<file path="config.mk">
export PLATFORM = sky130hd
export DESIGN_NAME = rmc_top
export DESIGN_NICKNAME = d
export VERILOG_FILES = /design/src/rmc_pkg.sv /design/src/rmc_carrier_if.sv /design/src/rmc_carrier_gen.sv /design/src/rmc_top.sv
export SDC_FILE = /design/constraint.sdc
export NUM_CORES = 1
export LEC_CHECK = 0
export BUFFER_PORTS_ARGS = -buffer_cell sky130_fd_sc_hd__buf_2
export CAP_MARGIN = 20
export CORE_ASPECT_RATIO = 1.1
export CORE_MARGIN = 2
export CORE_UTILIZATION = 42
export DETAILED_ROUTE_END_ITERATION = 8
export HOLD_SLACK_MARGIN = 0.03
export SYNTH_ARGS = -nofsm -noshare
export SYNTH_HDL_FRONTEND = slang
export SYNTH_SLANG_ARGS = --single-unit
export TNS_END_PERCENT = 1
</file>
<file path="constraint.sdc">
create_clock -name SYS_CLK -period 5.4 [get_ports SYS_CLK]
set_input_delay 0.27 -clock SYS_CLK [delete_from_list [all_inputs] [get_ports SYS_CLK]]
set_output_delay 0.27 -clock SYS_CLK [all_outputs]
set_load 0.01 [all_outputs]
</file>
<file path="src/rmc_pkg.sv">
`default_nettype none
// shared constants of the remote carrier modulator
package rmc_pkg;
  // register byte offsets
  localparam logic [7:0] OFS_CTRL = 8'h00;
  localparam logic [7:0] OFS_DCNT = 8'h04;
  localparam logic [7:0] OFS_ACTIVE_PULSE_LENGTH = 8'h08;
  localparam logic [7:0] OFS_DATA_CYCLE_LENGTH = 8'h0c;
  localparam logic [7:0] OFS_FLAGS = 8'h10;
  localparam logic [7:0] OFS_IEN = 8'h14;
  localparam logic [7:0] OFS_CARR = 8'h18;
  localparam logic [7:0] OFS_MCTL = 8'h1c;
  // control register fields
  localparam int CTL_UNIT_EN = 0;
  localparam int CTL_SW_RST = 1;
  localparam int CTL_ONE_SHOT = 2;
  localparam int CTL_BUF_EN = 3;
  localparam int CTL_DATA_INV = 4;
  localparam int CTL_RUN = 8;
  localparam int CTL_PRESET = 9;
  // status and flag fields
  localparam int FLG_AP = 0;
  localparam int FLG_DB = 1;
  localparam int STS_AP_BSY = 8;
  localparam int STS_DB_BSY = 9;
  localparam int STS_RUNNING = 10;
  // carrier waveform fields
  localparam int CAR_PER_LSB = 0;
  localparam int CAR_HIGH_LSB = 8;
  // modulation control fields
  localparam int MCT_MOD_EN = 0;
  localparam int MCT_OUT_INV = 8;
  // reset values
  localparam logic [15:0] RST_LEN = 16'h0000;
  localparam logic [7:0] RST_CAR = 8'h00;
  localparam logic [31:0] RST_RDATA = 32'h0000_0000;
endpackage
`default_nettype wire

</file>
<file path="src/rmc_carrier_if.sv">
`timescale 1ns/100ps
`default_nettype none
// carrier generator settings and result
interface rmc_carrier_if;
  logic [7:0] period; // last count of a carrier cycle
  logic [7:0] high; // last count of the high phase
  logic run; // counter advances
  logic clear; // counter forced to zero
  logic carrier; // carrier level
  modport gen (input period, high, run, clear, output carrier);
  modport ctl (output period, high, run, clear, input carrier);
endinterface
`default_nettype wire

</file>
<file path="src/rmc_carrier_gen.sv">
`timescale 1ns/100ps
`default_nettype none
// 8-bit carrier counter and carrier level
module rmc_carrier_gen #(
  parameter int CW = 8
) (
  input wire logic clk,
  input wire logic rst,
  rmc_carrier_if.gen cif
);
  logic [CW-1:0] cnt_ff; // carrier counter
  logic carrier_ff; // registered carrier level

  // counter wraps to zero after passing the period value
  always_ff @(posedge clk)
  begin
    if (rst || cif.clear)
    begin
      cnt_ff <= '0;
    end
    else if (cif.run)
    begin
      // cycle ends once the count has passed the period
      if (cnt_ff >= cif.period)
        cnt_ff <= '0;
      else
        cnt_ff <= cnt_ff + 1'b1;
    end
  end

  // high from zero until count passes the high period
  always_ff @(posedge clk)
  begin
    if (rst || cif.clear)
      carrier_ff <= 1'b0;
    else
      carrier_ff <= cif.run && (cnt_ff <= cif.high);
  end

  assign cif.carrier = carrier_ff;
endmodule
`default_nettype wire

</file>
<file path="src/rmc_top.sv">
// Behaviour
// - running bit shows data counter counting
// - data length busy until buffer transfer
// - data length writes ignored while busy
// - pulse length busy until buffer transfer
// - pulse length writes ignored while busy
// - flags set on cause, write-one clears
// - bit1 data compare, bit0 pulse compare
// - software reset clears both flags
// - enable bits gate each interrupt
// - carrier high from zero to high period
// - carrier cycle ends past period, restarts
// - output polarity bit inverts final output
// - modulation enable selects carrier modulation
// - data active from zero past pulse length
// - data cycle ends past data length
// - one-shot stops and clears run bit
//
// Design decisions made here: the APB register port and the register offsets.
`timescale 1ns/100ps
`default_nettype none
module rmc_top #(
  parameter int AW = 8, // apb address width
  parameter int LW = 16 // data counter width
) (
  input wire logic SYS_CLK,
  input wire logic RST,
  input wire logic PSEL,
  input wire logic PENABLE,
  input wire logic PWRITE,
  input wire logic [AW-1:0] PADDR,
  input wire logic [31:0] PWDATA,
  output logic [31:0] PRDATA,
  output logic PREADY,
  output logic PSLVERR,
  output logic REMOTE_OUTPUT,
  output logic IRQ
);
  // control register state
  logic unit_enable_ff; // unit enable
  logic one_shot_select_ff; // one-shot mode
  logic buf_enable_ff; // compare buffers on
  logic data_signal_invert_ff; // data signal inversion
  logic counter_run_ff; // counter run control
  // lengths: software-side buffers and active compare values
  logic [LW-1:0] active_pulse_length_buf_ff;
  logic [LW-1:0] data_cycle_length_buf_ff;
  logic [LW-1:0] active_pulse_length_act_ff;
  logic [LW-1:0] data_cycle_length_act_ff;
  logic pulse_length_busy_ff;
  logic data_length_busy_ff;
  // data counter
  logic [LW-1:0] dcnt_ff;
  // flags and enables
  logic data_compare_flag_ff;
  logic pulse_compare_flag_ff;
  logic data_compare_enable_ff;
  logic pulse_compare_enable_ff;
  // carrier settings and output control
  logic [7:0] carrier_high_period_ff;
  logic [7:0] carrier_period_ff;
  logic modulation_enable_ff;
  logic output_polarity_invert_ff;
  logic remote_output_ff;
  logic [31:0] prdata_ff;

  // bus decode
  logic wr_acc; // write access phase
  logic rd_setup; // read setup phase
  logic mapped; // address hits a register
  logic wr_ctrl, wr_active_pulse_length, wr_data_cycle_length;
  logic wr_flags, wr_ien, wr_carr, wr_mctl;
  logic sw_rst; // software reset pulse
  logic cnt_clr; // counter reset pulse
  logic run_en; // counter advances
  logic db_match; // data length compare
  logic ap_match; // pulse length compare
  logic data_sig; // data signal level
  logic mod_out; // modulated, before polarity
  logic [31:0] rd_mux; // read data select

  rmc_carrier_if cif ();

  // address decode on the register map
  always_comb
  begin
    case (PADDR)
      rmc_pkg::OFS_CTRL, rmc_pkg::OFS_DCNT,
      rmc_pkg::OFS_ACTIVE_PULSE_LENGTH, rmc_pkg::OFS_DATA_CYCLE_LENGTH,
      rmc_pkg::OFS_FLAGS, rmc_pkg::OFS_IEN,
      rmc_pkg::OFS_CARR, rmc_pkg::OFS_MCTL: mapped = 1'b1;
      default: mapped = 1'b0;
    endcase
  end

  // writes take effect at the access edge only
  assign wr_acc = PSEL && PENABLE && PWRITE;
  assign rd_setup = PSEL && !PENABLE && !PWRITE;
  assign wr_ctrl = wr_acc && (PADDR == rmc_pkg::OFS_CTRL);
  assign wr_active_pulse_length = wr_acc && (PADDR == rmc_pkg::OFS_ACTIVE_PULSE_LENGTH);
  assign wr_data_cycle_length = wr_acc && (PADDR == rmc_pkg::OFS_DATA_CYCLE_LENGTH);
  assign wr_flags = wr_acc && (PADDR == rmc_pkg::OFS_FLAGS);
  assign wr_ien = wr_acc && (PADDR == rmc_pkg::OFS_IEN);
  assign wr_carr = wr_acc && (PADDR == rmc_pkg::OFS_CARR);
  assign wr_mctl = wr_acc && (PADDR == rmc_pkg::OFS_MCTL);

  // zero wait states; unmapped addresses answer with an error
  assign PREADY = 1'b1;
  assign PSLVERR = PSEL && PENABLE && !mapped;

  // one-cycle reset strobes from the control register
  assign sw_rst = wr_ctrl && PWDATA[rmc_pkg::CTL_SW_RST];
  assign cnt_clr = sw_rst
    || (wr_ctrl && PWDATA[rmc_pkg::CTL_PRESET] && unit_enable_ff);

  // counter runs only with the unit enabled
  assign run_en = unit_enable_ff && counter_run_ff;
  assign db_match = run_en && (dcnt_ff == data_cycle_length_act_ff);
  assign ap_match = run_en && (dcnt_ff == active_pulse_length_act_ff);

  // static control bits
  always_ff @(posedge SYS_CLK)
  begin
    if (RST)
    begin
      unit_enable_ff <= 1'b0;
      one_shot_select_ff <= 1'b0;
      buf_enable_ff <= 1'b0;
      data_signal_invert_ff <= 1'b0;
    end
    else if (wr_ctrl)
    begin
      unit_enable_ff <= PWDATA[rmc_pkg::CTL_UNIT_EN];
      one_shot_select_ff <= PWDATA[rmc_pkg::CTL_ONE_SHOT];
      buf_enable_ff <= PWDATA[rmc_pkg::CTL_BUF_EN];
      data_signal_invert_ff <= PWDATA[rmc_pkg::CTL_DATA_INV];
    end
  end

  // run control: software start/stop, self-clear in one-shot
  always_ff @(posedge SYS_CLK)
  begin
    if (RST || sw_rst)
      counter_run_ff <= 1'b0;
    else if (db_match && one_shot_select_ff)
      counter_run_ff <= 1'b0;
    else if (wr_ctrl)
      counter_run_ff <= PWDATA[rmc_pkg::CTL_RUN]
        && PWDATA[rmc_pkg::CTL_UNIT_EN];
  end

  // data counter: 0 up to data length, then wraps
  always_ff @(posedge SYS_CLK)
  begin
    if (RST || cnt_clr)
      dcnt_ff <= '0;
    else if (db_match)
      dcnt_ff <= '0; // cycle ends past data length
    else if (run_en)
      dcnt_ff <= dcnt_ff + 1'b1;
  end

  // pulse length: direct or buffered, busy blocks writes
  always_ff @(posedge SYS_CLK)
  begin
    if (RST)
    begin
      active_pulse_length_buf_ff <= rmc_pkg::RST_LEN;
      active_pulse_length_act_ff <= rmc_pkg::RST_LEN;
      pulse_length_busy_ff <= 1'b0;
    end
    else if (pulse_length_busy_ff)
    begin
      // writes ignored; load at end of data cycle
      if (db_match)
      begin
        active_pulse_length_act_ff <= active_pulse_length_buf_ff;
        pulse_length_busy_ff <= 1'b0;
      end
    end
    else if (wr_active_pulse_length && unit_enable_ff)
    begin
      active_pulse_length_buf_ff <= PWDATA[LW-1:0];
      if (buf_enable_ff)
        pulse_length_busy_ff <= 1'b1;
      else
        active_pulse_length_act_ff <= PWDATA[LW-1:0];
    end
  end

  // data length: direct or buffered, busy blocks writes
  always_ff @(posedge SYS_CLK)
  begin
    if (RST)
    begin
      data_cycle_length_buf_ff <= rmc_pkg::RST_LEN;
      data_cycle_length_act_ff <= rmc_pkg::RST_LEN;
      data_length_busy_ff <= 1'b0;
    end
    else if (data_length_busy_ff)
    begin
      // writes ignored; load at end of data cycle
      if (db_match)
      begin
        data_cycle_length_act_ff <= data_cycle_length_buf_ff;
        data_length_busy_ff <= 1'b0;
      end
    end
    else if (wr_data_cycle_length && unit_enable_ff)
    begin
      data_cycle_length_buf_ff <= PWDATA[LW-1:0];
      if (buf_enable_ff)
        data_length_busy_ff <= 1'b1;
      else
        data_cycle_length_act_ff <= PWDATA[LW-1:0];
    end
  end

  // compare flags: set wins over a write-one clear
  always_ff @(posedge SYS_CLK)
  begin
    if (RST || sw_rst)
    begin
      data_compare_flag_ff <= 1'b0;
      pulse_compare_flag_ff <= 1'b0;
    end
    else
    begin
      // bit 1 data compare, bit 0 pulse compare
      data_compare_flag_ff <= db_match || (data_compare_flag_ff
        && !(wr_flags && PWDATA[rmc_pkg::FLG_DB]));
      pulse_compare_flag_ff <= ap_match || (pulse_compare_flag_ff
        && !(wr_flags && PWDATA[rmc_pkg::FLG_AP]));
    end
  end

  // interrupt enables
  always_ff @(posedge SYS_CLK)
  begin
    if (RST)
    begin
      data_compare_enable_ff <= 1'b0;
      pulse_compare_enable_ff <= 1'b0;
    end
    else if (wr_ien)
    begin
      data_compare_enable_ff <= PWDATA[rmc_pkg::FLG_DB];
      pulse_compare_enable_ff <= PWDATA[rmc_pkg::FLG_AP];
    end
  end

  // request while any enabled flag is set
  assign IRQ = (data_compare_flag_ff && data_compare_enable_ff)
    || (pulse_compare_flag_ff && pulse_compare_enable_ff);

  // carrier waveform settings
  always_ff @(posedge SYS_CLK)
  begin
    if (RST)
    begin
      carrier_high_period_ff <= rmc_pkg::RST_CAR;
      carrier_period_ff <= rmc_pkg::RST_CAR;
    end
    else if (wr_carr)
    begin
      carrier_high_period_ff <= PWDATA[rmc_pkg::CAR_HIGH_LSB +: 8];
      carrier_period_ff <= PWDATA[rmc_pkg::CAR_PER_LSB +: 8];
    end
  end

  // modulation control settings
  always_ff @(posedge SYS_CLK)
  begin
    if (RST)
    begin
      modulation_enable_ff <= 1'b0;
      output_polarity_invert_ff <= 1'b0;
    end
    else if (wr_mctl)
    begin
      modulation_enable_ff <= PWDATA[rmc_pkg::MCT_MOD_EN];
      output_polarity_invert_ff <= PWDATA[rmc_pkg::MCT_OUT_INV];
    end
  end

  // carrier counter runs with the data counter
  assign cif.period = carrier_period_ff;
  assign cif.high = carrier_high_period_ff;
  assign cif.run = run_en;
  assign cif.clear = cnt_clr || !run_en;

  rmc_carrier_gen u_carrier (
    .clk (SYS_CLK),
    .rst (RST),
    .cif (cif.gen)
  );

  // data signal active from zero until past pulse length
  assign data_sig = (run_en && (dcnt_ff <= active_pulse_length_act_ff))
    ^ data_signal_invert_ff;

  // modulate with carrier or pass data alone
  assign mod_out = modulation_enable_ff
    ? (data_sig && cif.carrier) : data_sig;

  // final polarity stage, registered onto the pin
  always_ff @(posedge SYS_CLK)
  begin
    if (RST)
      remote_output_ff <= 1'b0;
    else
      remote_output_ff <= mod_out ^ output_polarity_invert_ff;
  end

  assign REMOTE_OUTPUT = remote_output_ff;

  // read data select
  always_comb
  begin
    rd_mux = rmc_pkg::RST_RDATA;
    case (PADDR)
      rmc_pkg::OFS_CTRL:
      begin
        rd_mux[rmc_pkg::CTL_UNIT_EN] = unit_enable_ff;
        rd_mux[rmc_pkg::CTL_ONE_SHOT] = one_shot_select_ff;
        rd_mux[rmc_pkg::CTL_BUF_EN] = buf_enable_ff;
        rd_mux[rmc_pkg::CTL_DATA_INV] = data_signal_invert_ff;
        rd_mux[rmc_pkg::CTL_RUN] = counter_run_ff;
      end
      rmc_pkg::OFS_DCNT: rd_mux[LW-1:0] = dcnt_ff;
      rmc_pkg::OFS_ACTIVE_PULSE_LENGTH: rd_mux[LW-1:0] = active_pulse_length_buf_ff;
      rmc_pkg::OFS_DATA_CYCLE_LENGTH: rd_mux[LW-1:0] = data_cycle_length_buf_ff;
      rmc_pkg::OFS_FLAGS:
      begin
        rd_mux[rmc_pkg::STS_RUNNING] = run_en;
        rd_mux[rmc_pkg::STS_DB_BSY] = data_length_busy_ff;
        rd_mux[rmc_pkg::STS_AP_BSY] = pulse_length_busy_ff;
        rd_mux[rmc_pkg::FLG_DB] = data_compare_flag_ff;
        rd_mux[rmc_pkg::FLG_AP] = pulse_compare_flag_ff;
      end
      rmc_pkg::OFS_IEN:
      begin
        rd_mux[rmc_pkg::FLG_DB] = data_compare_enable_ff;
        rd_mux[rmc_pkg::FLG_AP] = pulse_compare_enable_ff;
      end
      rmc_pkg::OFS_CARR:
      begin
        rd_mux[rmc_pkg::CAR_HIGH_LSB +: 8] = carrier_high_period_ff;
        rd_mux[rmc_pkg::CAR_PER_LSB +: 8] = carrier_period_ff;
      end
      rmc_pkg::OFS_MCTL:
      begin
        rd_mux[rmc_pkg::MCT_MOD_EN] = modulation_enable_ff;
        rd_mux[rmc_pkg::MCT_OUT_INV] = output_polarity_invert_ff;
      end
      default: rd_mux = rmc_pkg::RST_RDATA;
    endcase
  end

  // read data captured in the setup cycle
  always_ff @(posedge SYS_CLK)
  begin
    if (RST)
      prdata_ff <= rmc_pkg::RST_RDATA;
    else if (rd_setup)
      prdata_ff <= rd_mux;
  end

  assign PRDATA = prdata_ff;
endmodule
`default_nettype wire

</file>
==> run metrics, run 1 <==
routed via count 5,963; WL/cell between 15 and 20 µm; Chip Width ~130 µm; Critical Path AT around 2.8 ns; hold_ws about 0.12 ns; hold path depth 3; worst slew pin tran a little over 1 ns; Place WS between 2 and 3 ns; Clock Tree Buf Depth 2; worst skew pair latency ~0.43 ns; Reg2Reg Setup Slack ~3 ns; chip height 142 µm; CTS tree yes; # diodes 0; most common flop cell mapped by yosys dfxtp_1; total negative slack 0 ns; Finished Layout Cells between 1,000 and 1,500; Antenna Nets Post-Route 0; largest net degree at the start of global routing between 80 and 90; critical path launch point type register; Final Worst Setup Slack between 2 and 3 ns; Layout area overhead 11.1%; layout cell share with drive strength beyond 1 between 15 and 20%; port bufs between 40 and 50; Critical Setup Path Class reg -> reg; fraction of registers with async set/reset 0%; io pins 81; PD cells between 200 and 300 nW/µm²; sw power roughly 0.50 mW; Fin. Hold Viols 0; core area approximately 17,000 µm²; Synth Instances roughly 850; Slew Viols, Final 0; Max Fanout on Critical Path 6; Die Area ~18,000 µm²; via/cell ratio approximately 5.3; power consumption roughly 2.2 mW; GPL Wtd Cong ~0.85; post-synthesis sequential area ratio approximately 37%; placed cells around 1,100; Int Power ~1.7 mW; Clock transition at path regs ~0.06 ns; CTS Buf Count 17; first-pass GRT wire length 30.7 mm; Leakage ~3 nW; Post-DP HPWL roughly 14 mm; grt ovf 0; Req. time, crit path between 5 and 6 ns; Final Skew 0.00851 ns; status completed; site row count 50; Post-Syn Area 7240 µm²; DR DRC count 0; Register-to-Register Path Depth 7; Yosys reg bits 135; Fmax achieved 0.408 GHz; Reg2Reg Launch Point dcnt_ff[13]; Post-synth EDFFs 0; Routed WL roughly 19 mm; H-tree levels 4; Tightest Hold Check Type in -> reg; Max-Cap Viols 0; initial antenna violation count 1; root cell of the clock tree clkbuf_16; initial core utilization a little over two fifths; vias in the first global route ~5,500; switching share of total power 22.9%; Worst Hold Endpoint carrier_high_period_ff[2]; Setup Viol. Count Final 0; RSZ-0062 raised after global routing no; hold_buf cts 0; Post-CTS Resized 0; Post-CTS Setup Bufs 0; Sequential Power Share a little under half; CP endpoint kind register; Nets between 900 and 1,000; Tmin final 2.45 ns; Peak supply drop between 150 and 200 µV; reg2reg end REMOTE_OUTPUT; Synth cell types 67; Clk pwr share between 40% and 50%; 1st-iter DRT viols ~450; clock sink total approximately 140; Tot GR Track Use a little over a fifth; Slew headroom approximately a third; DRT Pass-1 Iters 6; Avg Cell Area, Syn ~8.5 µm²; combinational fraction of design power around 4.2%; crit share post-route a little under half; Yosys warning count 0; Hold Crit Start PWDATA[10]
[critical path, stage by stage (launching register included)]
cell and delay [ns]:
dfxtp_1 0.40, ha_1 0.34, nand4_1 0.19, nor4_1 0.54, o21ai_0 0.26, nand4_1 0.28, mux2i_1 0.23, nand3_1 0.09
[power by group through the flow]
stage                     Combinational, mW  Clock (mW)  Sequential, mW
final                                0.0924        1.09            1.00
after global routing                  0.100        1.14            1.00
after CTS                            0.0916        1.10            1.00
after detailed placement             0.0912           0            1.02
after global placement               0.0916           0            1.02
after floorplan                      0.0610           0            1.02
[sequential cells by signal, summed over array words and instances (netlist names), 16 cells and up]
name                        count
dcnt_ff                        16
active_pulse_length_buf_ff     16
data_cycle_length_buf_ff       16
active_pulse_length_act_ff     16
data_cycle_length_act_ff       16
PRDATA                         16
[cell families after synthesis]
logic type      synth area share (%)
fa+ha+maj                       5.87
mux                             9.66
flops                           37.3
xor+xnor                        4.47
other cells                    0.104
simple gates                    20.3
compound gates                  14.8
buf+inv                         7.48
[worst max-delay path by stage]
stage | startpoint | to | slack [ns] | depth (start not counted)
6_report | dcnt_ff[13] | REMOTE_OUTPUT | 2.95 | 7
5_1_grt | dcnt_ff[10] | active_pulse_length_act_ff[7] | 2.75 | 6
3_3_place_gp | PADDR[5] | data_cycle_length_buf_ff[7] | 2.79 | 6
2_1_floorplan | dcnt_ff[8] | data_cycle_length_act_ff[10] | 3.46 | 8
4_1_cts | dcnt_ff[13] | REMOTE_OUTPUT | 2.86 | 7
3_5_place_dp | PADDR[5] | data_cycle_length_buf_ff[15] | 2.76 | 6
[cell usage in the layout, fill, tap and decap left out, drive strengths merged, types with 20 or more instances in the layout]
cell | netlist | final
a211oi | 20 | 20
a21oi | 85 | 85
buf | 37 | 52
clkbuf | 27 | 25
dfxtp | 135 | 135
ha | 34 | 34
inv | 38 | 38
mux2i | 44 | 44
nand2 | 130 | 130
nor2 | 95 | 95
xnor2 | 25 | 25
[Yosys cell counts (5+ instances only)]
cell      number  area share (%)
mux2i_1       44             6.1
a21o_1         7            0.73
nor2_1        94             4.9
and3_1         9            0.78
o21ai_0       13            0.90
nand4_1       14             1.2
a21oi_1       75             5.2
buf_2         10            0.69
xor2_1        12             1.5
nor3_1         5            0.35
buf_4         21             2.2
clkbuf_1      26             1.3
xnor2_1       25             3.0
nand2_1      118             6.1
dfxtp_1      135              37
nand2_2       12             1.0
a22oi_1       18             1.9
a21oi_2       10             1.2
inv_1         38             2.0
mux2_2        17             2.6
nand3_1       18             1.2
ha_1          34             5.9
a211oi_1      20             2.1
a221oi_1       5            0.60
nor4_1         7            0.60
[cell type report]
class                           instances  area (µm²)
Clock buffer                           25         515
Clock inverter                          7        42.5
Fill cell                            1684        8910
Inverter                               38         143
Multi-Input combinational cell        627        4060
Sequential cell                       135        2700
Tap cell                              234         293
Timing Repair Buffer                   52         295
[per-layer routing]
| metal | vias up | share of wire [%] | GRT usage [%] |
|---|---|---|---|
| met2 | 166 | 47 | 34.4 |
| met5 | - | 0.062 | 0 |
| met1 | 2794 | 45 | 29.6 |
| met4 | 2 | 3.2 | 9.55 |
| met3 | 40 | 4.6 | 3.77 |
| li1 | 2961 | - | - |
[stage by stage]
step	util [%]	area, µm²
2_1_floorplan	-	7300
3_3_place_gp	44.0	7460
3_5_place_dp	44.0	7460
4_1_cts	47.3	8020
5_1_grt	47.5	8050
6_report	47.5	8050
(Power assumes the default switching activity.)
==> run 2, diff against run 1 <==
- clock period: 5.4 -> 2.56 ns (I/O delays scaled with it)
==> run 2 against run 1 <==
Against the previous run:
- sequential cell count unchanged
- critical path type unchanged
- sequential power increased by 110%
- sequential share of layout area is 1.3 points lower
- largest power group unchanged
- global-route usage grew 0.30 points
- critical path depth increased by 1
- register-to-register slack worse by 2.6 ns
==> run metrics, run 2 (synthesis results as in run 1) <==
layout cell share with drive strength beyond 1 17.7% (+1.9 points); Antenna Nets Post-Route 0 (unchanged); Die Area 18,300 µm² (unchanged); Tot GR Track Use 22.2% (+0.30 points); placed cells 1,111 (+2.4%); Hold Crit Start PWDATA[4]; Reg2Reg Setup Slack 0.32 ns (-2.63 ns); routed via count 6,107 (+2.4%); CP cell instances ha_1, nand4_1, nor4_1, buf_4, o21ai_0, nand4_1, mux2i_1, nand3_1; port bufs 47 (unchanged); total negative slack 0 ns (unchanged); first-pass GRT wire length 31.3 mm (+1.8%); worst skew pair latency 0.42 ns (about the same); Req. time, crit path 2.86 ns (-2.84 ns); worst slew pin tran 0.977 ns (-0.0403 ns); Final Skew 0.00586 ns (-0.00265 ns); DRT Pass-1 Iters 5 (-1); Slew headroom 34.9% (+2.7 points); Finished Layout Cells 1,154 (+3.2%); Max stage delay on crit path 0.41 ns (-0.13 ns); Critical Path Source dcnt_ff[8]; H-tree levels 4 (unchanged); Place WS 0.283 ns (-2.48 ns); Post-CTS Resized 0 (unchanged); Slew Viols, Final 0 (unchanged); Fin. Hold Viols 0 (unchanged); Leakage 3.18 nW (+6.2%); grt ovf 0 (unchanged); Post-DP HPWL 14.4 mm (+3.2%); Fmax achieved 0.446 GHz (+9.3%); Nets 988 (+4.0%); Chip Width 129 µm (unchanged); Final Cell Area 8370 µm² (+4.1%); 1st-iter DRT viols 406 (-9.0%); site row count 50 (unchanged); Reg2Reg Launch Point dcnt_ff[8]; # diodes 0 (unchanged); slowest stage cell on the critical path dfxtp_1; Routed WL 19.8 mm (+1.9%); Tmin final 2.24 ns (-0.208 ns); largest net degree at the start of global routing 86 (-2.3%); commonest cells after routing, fill and taps aside 135 x dfxtp_1, 118 x nand2_1, 94 x nor2_1, 75 x a21oi_1, 47 x buf_2; vias in the first global route 5,788 (+4.8%); status completed; RSZ-0062 raised after global routing no; Max-Cap Viols 0 (unchanged); power consumption 4.68 mW (+110%); Critical Path Most Common Cell nand4_1; CP endpoint kind register; Layout area overhead 15.6%; core area 17,000 µm² (unchanged); via/cell ratio 5.29 (-0.78%); root cell of the clock tree clkbuf_16; io pins 81 (unchanged); Reg area 2700 µm² (unchanged); crit share post-route 87.6% (+42 points); Tightest Hold Check Type in -> reg; Final Worst Setup Slack 0.318 ns (-2.63 ns); Clock transition at path regs 0.06 ns (about the same); Fillers 1,668 (-0.95%); DR DRC count 0 (unchanged); PD cells 559 nW/µm² (+110%); chip height 142 µm (unchanged); clock sink total 135 (unchanged); Setup Viol. Count Final 0 (unchanged); commonest non-fill, non-tap cell in the layout dfxtp_1; CP endpoint REMOTE_OUTPUT; critical path launch point type register; reg2reg end REMOTE_OUTPUT; Critical Path AT 2.55 ns (-0.20 ns); CTS Buf Count 17 (unchanged); Critical Setup Path Class reg -> reg; GPL Wtd Cong 0.882 (+3.6%); WL/cell 17.2 µm (-1.3%); Max Fanout on Critical Path 7 (+1); Register-to-Register Path Depth 8 (+1); dpl cell area 7690 µm² (+3.1%); CTS tree yes; initial core utilization 42.7% (unchanged); Clock Tree Buf Depth 2 (unchanged); initial antenna violation count 0 (-1); Peak supply drop 452 µV (+130%); multi-input logic area 4060 µm² (unchanged)
==> run 2: routing by layer <==
layer / track usage, % / vias to the layer above / part of all wire [%]
met4: 6.58 / 0 / 1.4
met5: 0 / - / 0
met3: 4.75 / 20 / 4.9
li1: - / 3037 / -
met1: 30.0 / 2914 / 46
met2: 35.6 / 136 / 47
==> run 2: timing repair <==
action,CTS,global route
endpoints found under the hold margin,32,0
hold buffers,12,0
buffers inserted,0,0
==> run 2: metrics by stage <==
step | hold slack (ns) | util, %
6_report | 0.0466 | 49.4
5_1_grt | 0.0485 | 49.4
4_1_cts | 0.0328 | 49.4
3_5_place_dp | 0.424 | 45.4
3_3_place_gp | 0.421 | 45.4
2_1_floorplan | 0.262 | -
==> run 2: cell type report <==
| cell class | instances | share of cell area, % |
|---|---|---|
| Clock buffer | 21 | 5.38 |
| Clock inverter | 9 | 1.24 |
| Inverter | 38 | 1.70 |
| Multi-Input combinational cell | 627 | 48.4 |
| Sequential cell | 135 | 32.3 |
| Tap cell | 234 | 3.50 |
| Timing Repair Buffer | 90 | 7.47 |
==> run 2: worst min path at each step <==
stage	end	slack, ns	cells after the start
after floorplan	active_pulse_length_buf_ff[9]	0.26	2
after global placement	carrier_period_ff[6]	0.42	3
after global routing	active_pulse_length_buf_ff[4]	0.05	3
final	active_pulse_length_buf_ff[4]	0.05	3
after detailed placement	carrier_period_ff[6]	0.42	3
after CTS	data_cycle_length_buf_ff[8]	0.03	3
==> run 2: critical path: cells and delay by family (launching register included) <==
kind            cells  cell delay, ns
fa+ha+maj           1            0.32
compound gates      1            0.15
simple gates        4            0.79
mux                 1            0.25
buf+inv             1            0.19
flops               1            0.41
==> run 2: power by group <==
| group | switching, mW | internal (mW) |
|---|---|---|
| Combinational | 0.143 | 0.0705 |
| Sequential | 0.00324 | 2.11 |
| Clock | 0.915 | 1.44 |
==> run 3, diff against run 2 <==
- RECOVER_POWER: unset -> 25
==> run 3 against run 2 <==
Against the previous run:
- core utilization down 0.24 points
- non-clock buffer count unchanged
- combinational power about the same
- sequential cell count unchanged
- sequential share of layout area up 0.16 points
- global-route usage unchanged
- fmax up 0.25%
- power about the same
- clock skew about the same
- sequential power about the same
- critical path type unchanged
- largest cell class unchanged
==> run metrics, run 3 (synthesis results as in run 1) <==
port bufs 47 (unchanged); Nets 988 (unchanged); Tightest Hold Check Type in -> reg; met2 WL 9.32 mm (-0.68%); core area 17,000 µm² (unchanged); clock sink total 135 (unchanged); initial antenna violation count 0 (unchanged); Fillers 1,676 (+0.48%); sw power 1.07 mW (+0.42%); slowest stage cell on the critical path dfxtp_1; crit share post-route 87.4% (-0.22 points); site row count 50 (unchanged); Core Util, Final 49.1% (-0.24 points); PD cells 562 nW/µm² (+0.55%); Reg area 2700 µm² (unchanged); Critical Path Most Common Cell nand4_1; Max stage delay on crit path 0.41 ns (about the same); RSZ-0062 raised after global routing no; chip height 142 µm (unchanged); M1 WL 9.20 mm (about the same); Post-DP HPWL 14.4 mm (unchanged); Post-CTS Resized 0 (unchanged); CTS tree yes; Die Area 18,300 µm² (unchanged); Max Used Layer met4; Critical Setup Path Class reg -> reg; io pins 81 (unchanged); Reg2Reg Launch Point dcnt_ff[8]; Setup Viol. Count Final 0 (unchanged); Final Cell Area 8330 µm² (-0.49%); Layout area overhead 15.0%; reg2reg end REMOTE_OUTPUT; 1st-iter DRT viols 418 (+3.0%); Worst Hold Endpoint active_pulse_length_buf_ff[4]; critical path launch point type register; WL/cell 17.2 µm (+0.30%); largest net degree at the start of global routing 86 (unchanged); Max-Cap Viols 0 (unchanged); grt ovf 0 (unchanged); vias in the first global route 5,788 (unchanged); CTS Buf Count 17 (unchanged); via/cell ratio 5.32 (+0.49%); root cell of the clock tree clkbuf_16; switching share of total power 22.8% (+0.085 points); Leakage 3.09 nW (-3.0%); Reg2Reg Setup Slack 0.32 ns (about the same); Tot GR Track Use 22.2% (unchanged); Register-to-Register Path Depth 8 (unchanged); Int Power 3.62 mW (about the same); dpl cell area 7690 µm² (unchanged); Final Skew 0.00554 ns (-0.000316 ns); hold path depth 3 (unchanged); Hold Crit Start PWDATA[4]; Critical Path AT 2.54 ns (about the same); commonest non-fill, non-tap cell in the layout dfxtp_1; DRT Pass-1 Iters 5 (unchanged); Clk pwr share 50.4% (about the same); status completed; multi-input logic area 4040 µm² (-0.37%); Clock Tree Buf Depth 2 (unchanged); Req. time, crit path 2.86 ns (about the same); Clock transition at path regs 0.06 ns (about the same); routed via count 6,137 (+0.49%); first-pass GRT wire length 31.3 mm (unchanged); Peak supply drop 453 µV (+0.13%); Fin. Hold Viols 0 (unchanged); combinational fraction of design power 4.5% (about the same); DR WL met3 1.02 mm (+4.4%); CP cell instances ha_1, nand4_1, nor4_1, buf_4, o21ai_0, nand4_1, mux2i_1, nand3_1; Antenna Nets Post-Route 0 (unchanged); initial core utilization 42.7% (unchanged); Tmin final 2.24 ns (-0.00556 ns); Chip Width 129 µm (unchanged); DR DRC count 0 (unchanged); layout cell share with drive strength beyond 1 15.1% (-2.6 points); Max Fanout on Critical Path 7 (unchanged); worst slew pin tran 1.01 ns (+0.0345 ns); Slew Viols, Final 0 (unchanged); Fmax achieved 0.447 GHz (+0.25%); worst skew pair latency 0.42 ns (about the same); total negative slack 0 ns (unchanged); Routed WL 19.9 mm (+0.30%); # diodes 0 (unchanged); H-tree levels 4 (unchanged); Sequential Power Share 45.1% (about the same); Slew headroom 32.6% (-2.3 points); commonest cells after routing, fill and taps aside 135 x dfxtp_1, 119 x nand2_1, 94 x nor2_1, 75 x a21oi_1, 44 x mux2i_1; GPL Wtd Cong 0.882 (unchanged); CP endpoint kind register
[run 3: power groups by stage]
stage	sequential (mW)	clock [mW]	combinational, mW
after floorplan	2.16	0	0.129
after global placement	2.16	0	0.198
after detailed placement	2.16	0	0.197
after CTS	2.11	2.39	0.212
after global routing	2.11	2.49	0.226
final	2.11	2.36	0.211
[run 3: area by class of cell]
type                    count  area share (%)
clock buffers              21            5.41
repair buffers             90            7.19
inverters                  38            1.71
well taps                 234            3.51
flip-flops and latches    135            32.4
clock inverters             9            1.25
multi-input cells         627            48.5
[run 3: per-stage QoR]
step / worst slack [ns] / std cells / hold WS, ns / power [mW]
floorplan: 0.616 / 866 / 0.262 / 2.29
global placement: 0.307 / 1111 / 0.421 / 2.35
detailed placement: 0.283 / 1111 / 0.424 / 2.35
global route: 0.166 / 1154 / 0.0485 / 4.82
finish: 0.324 / 1154 / 0.0455 / 4.68
CTS: 0.237 / 1153 / 0.0328 / 4.71
[run 3: what timing repair did]
action                                 in CTS  in global routing
buffers inserted                            0                  0
hold buffers                               12                  0
setup endpoints to repair                   0                  0
endpoints found under the hold margin      32                  0
[run 3: worst max-delay path by stage]
stage	depth (start not counted)	slack [ns]	to	start
finish	8	0.32	REMOTE_OUTPUT	dcnt_ff[8]
global route	8	0.17	REMOTE_OUTPUT	dcnt_ff[8]
CTS	8	0.24	u_carrier.cnt_ff[3]	u_carrier.cnt_ff[0]
detailed placement	8	0.28	u_carrier.cnt_ff[2]	u_carrier.cnt_ff[0]
global placement	8	0.31	u_carrier.cnt_ff[7]	u_carrier.cnt_ff[0]
floorplan	8	0.62	data_cycle_length_act_ff[10]	dcnt_ff[8]
[run 3: metal layers]
metal  vias to the layer above  GRT usage, %
met1                      2919          30.0
li1                       3038             -
met5                         -             0
met4                         0          6.58
met2                       145          35.6
met3                        35          4.75
[run 3: worst max-delay path: cells and delay by family (launching register included)]
kind	cells	cell delay, ns
adders and majority gates	1	0.32
and+or+nand+nor	4	0.79
DFF	1	0.41
AOI/OAI and AO/OA	1	0.15
muxes	1	0.25
buffers and inverters	1	0.19
